`src/core/tss_pkg.sv`:
```
/*
 * Constants for the transfer switch sequencer: register map, field
 * positions, reset values, timer lengths and state codes.
 * Assumes a 40 MHz pclk and a 0.1 s timebase tick inside the sequencer.
 */
package tss_pkg;

    // ------------------------------------------------------------
    // clock and timebase
    // ------------------------------------------------------------
    localparam int CLK_PERIOD_NS = 25;
    localparam int TICK_MS = 100;
    localparam int TICK_NS = TICK_MS * 1000000;
    localparam int TICK_CYCLES = TICK_NS / CLK_PERIOD_NS;
    localparam int TICK_W = 22;

    // ------------------------------------------------------------
    // timer lengths in their own units, then in ticks
    // ------------------------------------------------------------
    localparam int WARMUP_S = 30;
    localparam int NEUTRAL_S = 5;
    localparam int RETURN_S = 30;
    localparam int SET_HOLD_S = 15;
    localparam int MIN_RUN_MIN = 10;
    localparam int COOLDOWN_MIN = 10;
    localparam int EX_NOXFR_MIN = 15;
    localparam int EX_HOLD_MIN = 5;
    localparam int TEST_WEEK_MIN = 39;
    localparam int WEEK_DAYS = 7;

    localparam int WARMUP_TK = WARMUP_S * 1000 / TICK_MS;
    localparam int NEUTRAL_TK = NEUTRAL_S * 1000 / TICK_MS;
    localparam int RETURN_TK = RETURN_S * 1000 / TICK_MS;
    localparam int SET_HOLD_TK = SET_HOLD_S * 1000 / TICK_MS;
    localparam int MIN_RUN_TK = MIN_RUN_MIN * 60000 / TICK_MS;
    localparam int COOLDOWN_TK = COOLDOWN_MIN * 60000 / TICK_MS;
    localparam int EX_NOXFR_TK = EX_NOXFR_MIN * 60000 / TICK_MS;
    localparam int EX_HOLD_TK = EX_HOLD_MIN * 60000 / TICK_MS;
    localparam int TEST_WEEK_TK = TEST_WEEK_MIN * 60000 / TICK_MS;
    localparam int WEEK_TK = WEEK_DAYS * 86400 * (1000 / TICK_MS);

    // fast test and test jumper divide timers by 2**SCALE_SHIFT
    localparam int SCALE_SHIFT = 4;
    localparam int TMR_W = 16;
    localparam int WEEK_W = 23;
    localparam int SET_W = 8;

    // ------------------------------------------------------------
    // register map
    // ------------------------------------------------------------
    localparam int ADDR_W = 8;
    localparam logic [7:0] ADDR_CTRL = 8'h00;
    localparam logic [7:0] ADDR_LID = 8'h04;
    localparam logic [7:0] ADDR_STATUS = 8'h08;

    localparam int CTRL_W = 4;
    localparam int CTRL_WARM_BYPASS = 0;
    localparam int CTRL_TRANSFER_ON_EXERCISE_SELECT = 1;
    localparam int CTRL_NEUTRAL_HOLD = 2;
    localparam int CTRL_TEST_JUMPER = 3;
    localparam logic [3:0] CTRL_RST = 4'h0;

    // line-interrupt delay in tenths of a second
    localparam int LID_W = 7;
    localparam logic [6:0] LID_RST = 7'h32;
    localparam logic [6:0] LID_MIN = 7'h01;
    localparam logic [6:0] LID_MAX = 7'h64;

    // ------------------------------------------------------------
    // sequencer states
    // ------------------------------------------------------------
    typedef enum logic [3:0] {
        ST_IDLE = 4'b0000,
        ST_DROP = 4'b0001,
        ST_START = 4'b0010,
        ST_WARM = 4'b0011,
        ST_NEUT_S = 4'b0100,
        ST_STBY = 4'b0101,
        ST_RET = 4'b0110,
        ST_NEUT_N = 4'b0111,
        ST_COOL = 4'b1000,
        ST_EXRUN = 4'b1001
    } tss_state_t;

endpackage

```
`src/core/tss_sequencer.sv`:
```
/*
 * Transfer switch sequencer: outage detection, generator start,
 * warm-up, neutral hold, transfer and retransfer, cooldown, seven-day
 * exerciser, fast test and accelerated test, with an APB register slave.
 * Assumes level inputs from external voltage/frequency sensors that are
 * synchronous to pclk, and relay drivers on the outputs.
 */
`timescale 1ns/1ps

module tss_sequencer
    import tss_pkg::*;
#(
    parameter int TICK_LEN = tss_pkg::TICK_CYCLES
) (
    input wire logic pclk,
    input wire logic presetn,
    input wire logic [tss_pkg::ADDR_W-1:0] paddr,
    input wire logic psel,
    input wire logic penable,
    input wire logic pwrite,
    input wire logic [31:0] pwdata,
    output logic [31:0] prdata,
    output logic pready,
    output logic pslverr,
    input wire logic normal_above_dropout,
    input wire logic normal_above_pickup,
    input wire logic standby_present,
    input wire logic standby_qualified,
    input wire logic fast_test_hold,
    input wire logic exercise_time_set_button,
    output logic gen_start,
    output logic transfer_relay,
    output logic neutral_delay_relay,
    output logic normal_present_lamp,
    output logic standby_position_lamp
);
    import tss_pkg::*;

    // ------------------------------------------------------------
    // declarations
    // ------------------------------------------------------------
    tss_state_t state_q, state_d;
    logic [TICK_W-1:0] pre_q;
    logic tick_q;
    logic [TMR_W-1:0] tmr_q, tmr_load;
    logic [TMR_W-1:0] run_q;
    logic [WEEK_W-1:0] week_q;
    logic [SET_W-1:0] set_q;
    logic armed_q, ex_pend_q, ex_q, fast_q, outage_q;
    logic [CTRL_W-1:0] ctrl_q;
    logic [LID_W-1:0] lid_q;
    logic [31:0] prdata_q;
    logic pready_q, pslverr_q;
    logic gen_q, xfer_q, neut_q, nlamp_q, slamp_q;

    // ------------------------------------------------------------
    // decode and control terms
    // ------------------------------------------------------------
    wire warm_bypass = ctrl_q[CTRL_WARM_BYPASS];
    wire transfer_on_exercise_select = ctrl_q[CTRL_TRANSFER_ON_EXERCISE_SELECT];
    wire neutral_hold = ctrl_q[CTRL_NEUTRAL_HOLD];
    wire test_jumper = ctrl_q[CTRL_TEST_JUMPER];
    wire tmr_zero = (tmr_q == '0);
    wire run_done = (run_q == '0);
    wire enter = (state_d != state_q);
    wire take_fast = (state_q == ST_IDLE) && (state_d == ST_START) &&
        fast_test_hold;
    wire take_ex = (state_q == ST_IDLE) && (state_d == ST_START) &&
        !fast_test_hold;
    wire qual_now = (state_q == ST_START) && (state_d != ST_START) &&
        (state_d != ST_IDLE);
    // fast test scales all but neutral hold and line-interrupt delay, jumper scales all
    wire scale_t = fast_q || take_fast || test_jumper;
    wire scale_n = test_jumper;
    wire [WEEK_W-1:0] week_len = test_jumper ? WEEK_W'(TEST_WEEK_TK - 1) :
        WEEK_W'(WEEK_TK - 1);
    wire set_done = tick_q && (set_q == SET_W'(SET_HOLD_TK - 1));
    wire week_due = tick_q && armed_q && (week_q == week_len);
    wire outage_d = !outage_q ? (state_q == ST_DROP && state_d == ST_START)
        : !normal_above_pickup;
    wire lid_wr_ok = (pwdata[LID_W-1:0] >= LID_MIN) &&
        (pwdata[LID_W-1:0] <= LID_MAX);

    // where a transfer to standby goes once warm-up is over
    wire tss_state_t xfer_tgt = neutral_hold ? ST_NEUT_S : ST_STBY;

    function automatic logic [TMR_W-1:0] tss_scale(
        input logic [TMR_W-1:0] v,
        input logic s
    );
        logic [TMR_W-1:0] r;
        r = v >> SCALE_SHIFT;
        if (!s) begin
            tss_scale = v;
        end else if (r == '0) begin
            tss_scale = TMR_W'(1);
        end else begin
            tss_scale = r;
        end
    endfunction

    // ------------------------------------------------------------
    // sequencer next state
    // ------------------------------------------------------------
    always_comb begin
        state_d = state_q;
        case (state_q)
            ST_IDLE: begin
                if (!normal_above_dropout) begin
                    state_d = ST_DROP;
                end else if (fast_test_hold || ex_pend_q) begin
                    state_d = ST_START;
                end
            end
            ST_DROP: begin
                if (normal_above_dropout) begin
                    state_d = ST_IDLE;
                end else if (tmr_zero) begin
                    state_d = ST_START;
                end
            end
            ST_START: begin
                if (!ex_q && !fast_q && !outage_q) begin
                    state_d = ST_IDLE;
                end else if (standby_qualified) begin
                    if (ex_q && !transfer_on_exercise_select) begin
                        state_d = ST_EXRUN;
                    end else if (warm_bypass) begin
                        state_d = xfer_tgt;
                    end else begin
                        state_d = ST_WARM;
                    end
                end
            end
            ST_WARM: begin
                if (!standby_qualified) begin
                    state_d = ST_START;
                end else if (tmr_zero) begin
                    state_d = xfer_tgt;
                end
            end
            ST_NEUT_S: begin
                if (!standby_present) begin
                    state_d = ST_START;
                end else if (tmr_zero) begin
                    state_d = ST_STBY;
                end
            end
            ST_STBY: begin
                if (normal_above_pickup && (ex_q ? tmr_zero :
                        fast_q ? !fast_test_hold : 1'b1)) begin
                    state_d = ST_RET;
                end
            end
            ST_RET: begin
                if (!normal_above_pickup) begin
                    state_d = ST_STBY;
                end else if (tmr_zero) begin
                    state_d = neutral_hold ? ST_NEUT_N : ST_COOL;
                end
            end
            ST_NEUT_N: begin
                if (tmr_zero) begin
                    state_d = ST_COOL;
                end
            end
            ST_COOL: begin
                if (tmr_zero && run_done) begin
                    state_d = ST_IDLE;
                end
            end
            ST_EXRUN: begin
                if (tmr_zero && run_done) begin
                    state_d = ST_IDLE;
                end
            end
            default: begin
                state_d = ST_IDLE;
            end
        endcase
    end

    // ------------------------------------------------------------
    // timer value loaded on entry to a state
    // ------------------------------------------------------------
    always_comb begin
        case (state_d)
            ST_DROP: tmr_load = tss_scale(TMR_W'(lid_q), scale_n);
            ST_WARM: tmr_load = tss_scale(TMR_W'(WARMUP_TK), scale_t);
            ST_NEUT_S, ST_NEUT_N: begin
                tmr_load = tss_scale(TMR_W'(NEUTRAL_TK), scale_n);
            end
            ST_STBY: begin
                tmr_load = ex_q ? tss_scale(TMR_W'(EX_HOLD_TK), scale_t) :
                    '0;
            end
            ST_RET: tmr_load = tss_scale(TMR_W'(RETURN_TK), scale_t);
            ST_COOL: tmr_load = tss_scale(TMR_W'(COOLDOWN_TK), scale_t);
            ST_EXRUN: tmr_load = tss_scale(TMR_W'(EX_NOXFR_TK), scale_t);
            default: tmr_load = '0;
        endcase
    end

    // ------------------------------------------------------------
    // timebase
    // ------------------------------------------------------------
    always_ff @(posedge pclk or negedge presetn) begin
        if (!presetn) begin
            pre_q <= '0;
            tick_q <= 1'b0;
        end else begin
            tick_q <= (pre_q == TICK_W'(TICK_LEN - 1));
            pre_q <= (pre_q == TICK_W'(TICK_LEN - 1)) ? '0 : pre_q + 1'b1;
        end
    end

    // ------------------------------------------------------------
    // state, state timer and minimum run timer
    // ------------------------------------------------------------
    always_ff @(posedge pclk or negedge presetn) begin
        if (!presetn) begin
            state_q <= ST_IDLE;
            tmr_q <= '0;
            run_q <= '0;
        end else begin
            state_q <= state_d;
            if (enter) begin
                tmr_q <= tmr_load;
            end else if (tick_q && !tmr_zero) begin
                tmr_q <= tmr_q - 1'b1;
            end
            if (qual_now) begin
                run_q <= tss_scale(TMR_W'(MIN_RUN_TK), scale_t);
            end else if (tick_q && !run_done) begin
                run_q <= run_q - 1'b1;
            end
        end
    end

    // ------------------------------------------------------------
    // run cause flags
    // ------------------------------------------------------------
    always_ff @(posedge pclk or negedge presetn) begin
        if (!presetn) begin
            ex_q <= 1'b0;
            fast_q <= 1'b0;
            outage_q <= 1'b0;
        end else begin
            ex_q <= take_ex || (ex_q && state_d != ST_IDLE);
            fast_q <= take_fast || (fast_q && state_d != ST_IDLE);
            outage_q <= outage_d;
        end
    end

    // ------------------------------------------------------------
    // seven-day exerciser
    // ------------------------------------------------------------
    always_ff @(posedge pclk or negedge presetn) begin
        if (!presetn) begin
            set_q <= '0;
            armed_q <= 1'b0;
            week_q <= '0;
            ex_pend_q <= 1'b0;
        end else begin
            if (!exercise_time_set_button || armed_q) begin
                set_q <= '0;
            end else if (tick_q) begin
                set_q <= set_q + 1'b1;
            end
            armed_q <= armed_q || set_done;
            if (set_done || week_due) begin
                week_q <= '0;
            end else if (tick_q && armed_q) begin
                week_q <= week_q + 1'b1;
            end
            ex_pend_q <= week_due || (ex_pend_q && !take_ex);
        end
    end

    // ------------------------------------------------------------
    // relay and lamp outputs
    // ------------------------------------------------------------
    always_ff @(posedge pclk or negedge presetn) begin
        if (!presetn) begin
            gen_q <= 1'b0;
            xfer_q <= 1'b0;
            neut_q <= 1'b0;
            nlamp_q <= 1'b0;
            slamp_q <= 1'b0;
        end else begin
            gen_q <= (state_d != ST_IDLE) && (state_d != ST_DROP);
            xfer_q <= (state_d == ST_NEUT_S) || (state_d == ST_STBY) ||
                (state_d == ST_RET);
            neut_q <= (state_d == ST_NEUT_S) ||
                (state_d == ST_NEUT_N);
            nlamp_q <= !outage_d;
            slamp_q <= (state_d == ST_STBY) || (state_d == ST_RET);
        end
    end

    // ------------------------------------------------------------
    // apb slave
    // ------------------------------------------------------------
    wire acc = psel && penable && !pready_q;
    wire hit_ctrl = (paddr == ADDR_CTRL);
    wire hit_lid = (paddr == ADDR_LID);
    wire hit_stat = (paddr == ADDR_STATUS);
    wire unmapped = !(hit_ctrl || hit_lid || hit_stat);
    wire [31:0] stat_w = {20'h0, slamp_q, outage_q, run_done, ex_pend_q,
        armed_q, neut_q, xfer_q, gen_q, state_q};
    wire [31:0] rdata_w = hit_ctrl ? {28'h0, ctrl_q} :
        hit_lid ? {25'h0, lid_q} : hit_stat ? stat_w : 32'h0;

    always_ff @(posedge pclk or negedge presetn) begin
        if (!presetn) begin
            ctrl_q <= CTRL_RST;
            lid_q <= LID_RST;
            prdata_q <= 32'h0;
            pready_q <= 1'b0;
            pslverr_q <= 1'b0;
        end else begin
            pready_q <= acc;
            pslverr_q <= acc && unmapped;
            if (acc && !pwrite) begin
                prdata_q <= rdata_w;
            end
            if (acc && pwrite && hit_ctrl) begin
                ctrl_q <= pwdata[CTRL_W-1:0];
            end
            if (acc && pwrite && hit_lid && lid_wr_ok) begin
                lid_q <= pwdata[LID_W-1:0];
            end
        end
    end

    assign prdata = prdata_q;
    assign pready = pready_q;
    assign pslverr = pslverr_q;
    assign gen_start = gen_q;
    assign transfer_relay = xfer_q;
    assign neutral_delay_relay = neut_q;
    assign normal_present_lamp = nlamp_q;
    assign standby_position_lamp = slamp_q;

endmodule

```
`config.mk`:
```
export PLATFORM = sky130hd
export DESIGN_NAME = tss_sequencer
export DESIGN_NICKNAME = d
export VERILOG_FILES = /design/src/core/tss_pkg.sv /design/src/core/tss_sequencer.sv
export SDC_FILE = /design/constraint.sdc
export NUM_CORES = 1
export LEC_CHECK = 0
export ABC_AREA = 1
export BUFFER_PORTS_ARGS = -buffer_cell sky130_fd_sc_hd__buf_2
export CORE_ASPECT_RATIO = 1.1
export CORE_MARGIN = 1.5
export CORE_UTILIZATION = 53
export CTS_CLUSTER_SIZE = 20
export DETAILED_ROUTE_END_ITERATION = 10
export PLACE_DENSITY = 0.74
export SLEW_MARGIN = 25
export SYNTH_ARGS = -nofsm -noshare
export SYNTH_HDL_FRONTEND = slang
export SYNTH_SLANG_ARGS = --single-unit
export TNS_END_PERCENT = 1
```
`constraint.sdc`:
```
create_clock -name pclk -period 5.3 [get_ports pclk]
set_clock_uncertainty 0.1 [all_clocks]
set_input_delay 0 -clock pclk [delete_from_list [all_inputs] [get_ports pclk]]
set_output_delay 0 -clock pclk [all_outputs]
set_load 0.02 [all_outputs]
```
==> flow_summary.ini <==
[outcome]
outcome = finished with violations
failed_checks = hold timing

[power_and_ir_drop]
p_sw_mw = 1.379
vdd_ir_drop_max_mv = 0.2247
pwr-share-clk_pct = 34.0
seqPwrFrac_pct = 32.9
sw_frac_of_total_pct = 38.24
p_total_mw = 3.605
comb_power_share_pct = 33.1
p_int_mw = 2.226
power_leakage_nw = 4.263
power-per-cell-area_mw_per_mm2 = 414.7

[critical_path]
rr_worst_depth = 10
worstPathArrival_ns = 3.49
slowest_stage = dfrtp_1
slowest_delay_ns = 0.50
crit_top_cell = nand2_1
cp_max_fo = 23
path_cells = nand2_1, nor4_1, nand3_1, o21a_1, nand2_2, nand2_1, nor2_1, nand2_1, nand2_1, nor3b_1
endpoint_kind = flip-flop
critical_path_class = flip-flop to flip-flop
critPathLaunchType = flip-flop
cp_data_required_time_ns = 5.53

[yosys]
yosys.area.top_type = dfrtp_1
synthCells = 1013
synth_top_area_share_pct = 40.24
synth_area_mm2 = 0.007587
ys_top_cells_by_area = dfrtp_1 40%, nand2_1 10%, inv_1 6.4%
async_reset_ff_share_pct = 100.0
synth_edf_count = 0
ys_seq_area_share_pct = 41.28
yosysUniqueCellTypes = 52
syn_avg_cell_area_um2 = 7.490
synth_commonest_cells = 211 x nand2_1, 129 x inv_1, 122 x dfrtp_1
ys.flop_type = dfrtp_1
ys_ff_latch = 125
synth.most_common_cell = nand2_1
ys_warn_count = 0

[global_route]
gr-total-overflow = 0
antenna_found_initial = 0
grt_pass1_wl_um = 29370
grt_use_total_pct = 25.17
grt_pass1_vias = 6226
grt_max_degree = 68

[job]
drv_cap = 0

[detailed_routing]
wl_per_cell_um = 13.88
drt-initial-drc-count = 503
ant_nets = 0
routed_wl_um = 17750
avgViaCountPerCell = 5.348
detail_route.drc_violations = 0
vias = 6840
drtPass1Iterations = 5

[clocking]
cts_hold_buf = 17
clk_latency_ns = 0.43
post_cts_resized = 0
root_buffer = clkbuf_16
htree_num_levels = 4
cts_sinks = 125
cts_inserted_buffers = 17
clkTransAtPathRegs_ns = 0.06
cts_max_path_buffers = 2
tritoncts = yes
cts_setup_buffers = 0

[sta]
setup_violations = 0
setup_slack_ns = 2.044
tightest_slew_ns = 0.8323
finalHoldViolations = 3
grt_setup_unrepaired = false
period_share_pct = 61.43
fin_crit_ns = 3.256
holdWs_ns = -0.003697
fin_setup_tns_ns = 0
relSlewSlack_pct = 44.51
timing.fmax_mhz = 307.1
drv_slew = 0

[die]
ioPinCount = 90
num_rows = 45
fp.dieArea_mm2 = 0.01504
coreArea_mm2 = 0.01391
die_x_um = 117.1
start_util_pct = 54.56
die_h_um = 128.5

[cells_and_area]
drive_above_1_share_pct = 11.27
final_cells = 1279
diodes = 0
num-fill-cells = 1249
fin_nets = 1136
synthToLayoutAreaGrowth_pct = 14.59

[placement]
hpwl_um = 12950
io_buffers = 44
placed_cells = 1230
pre_cts_ws_ns = 2.062
gp_congestion = 0.9326

[min_path]
hold_path_class = primary input to flip-flop
hold_depth = 4
kinds of logic after synthesis:
group           synth area share, %
simple gates                  31.83
xor+xnor                      5.195
buf+inv                       9.828
mux                          0.2639
compound gates                10.41
other cells                 0.04942
flops                         41.28
fa+ha+maj                     1.154
state kept, by name (all words and copies together), names as in the netlist, 4 cells and up:
name,flops
ctrl_q,4
lid_q,7
prdata,12
pre_q,22
run_q,16
set_q,8
state_q,4
tmr_q,16
week_q,23
per-layer routing:
layer | track usage (%) | wire length [µm] | up-vias
li1 | - | - | 3424
met1 | 33.16 | 8036 | 3191
met2 | 40.28 | 8406 | 188
met3 | 5.370 | 858 | 37
met4 | 10.70 | 449 | 0
met5 | 0 | 0 | -
power groups by stage:
| stage | Sequential, mW | Clock (mW) | Combinational, mW |
|---|---|---|---|
| after floorplan | 1.17 | 0 | 0.998 |
| after global placement | 1.20 | 0 | 1.14 |
| after detailed placement | 1.20 | 0 | 1.17 |
| after CTS | 1.18 | 1.24 | 1.19 |
| after global routing | 1.20 | 1.29 | 1.36 |
| final | 1.18 | 1.23 | 1.19 |
critical path: cells and delay by family, from the launching register on:
| family | cells | cell delay (ns) |
|---|---|---|
| compound gates | 1 | 0.49 |
| flops | 1 | 0.50 |
| simple gates | 9 | 2.06 |
cell type report:
class	instances	area [µm²]	share of cell area [%]
repair buffers	62	400.4	4.605
inverters	136	511.7	5.886
flip-flops and latches	125	3132	36.02
clock inverters	14	182.7	2.101
multi-input cells	736	3794	43.63
well taps	188	235.2	2.705
clock buffers	18	439.2	5.051
path summary, 6_finish.rpt:
check | endpoint | from | slack [ns]
worst max-delay path | week_q[9]$_DFFE_PN0P_ | tick_q$_DFF_PN0_ | 2.04
worst min-delay path | ctrl_q[1]$_DFFE_PN0P_ | paddr[2] | -0.004
worst max register to register | week_q[9]$_DFFE_PN0P_ | tick_q$_DFF_PN0_ | 2.04
worst min register to register | pre_q[4]$_DFF_PN0_ | pre_q[4]$_DFF_PN0_ | 0.37
max in group asynchronous | week_q[6]$_DFFE_PN0P_ | presetn | 3.71
min in group asynchronous | run_q[8]$_DFFE_PN0P_ | presetn | 0.12
cells in the final DEF, fill, tap and decap left out, types with 6 or more instances in the layout:
cell type | Yosys | routed
o21ai_0 | 63 | 63
o31ai_1 | 10 | 10
dfrtp_1 | 122 | 122
nor3_1 | 31 | 31
clkbuf_16 | 0 | 17
ha_1 | 7 | 7
nor4_1 | 19 | 17
a21oi_1 | 38 | 38
nor2_2 | 10 | 10
inv_1 | 129 | 129
nand2_2 | 6 | 6
nand4_1 | 26 | 26
buf_2 | 4 | 43
nand2_1 | 211 | 211
conb_1 | 1 | 20
nor2_1 | 112 | 112
dlygate4sd3_1 | 0 | 17
nand3_1 | 80 | 80
xnor2_1 | 7 | 7
xor2_1 | 38 | 38
stage by stage:
step / utilization [%] / cell area, µm²
4_1_cts: 62.43 / 8682
6_report: 62.52 / 8695
2_1_floorplan: - / 7659
3_5_place_dp: 56.73 / 7890
3_3_place_gp: 56.73 / 7890
5_1_grt: 62.52 / 8695
Note: power is estimated with default switching activity, not from simulation.
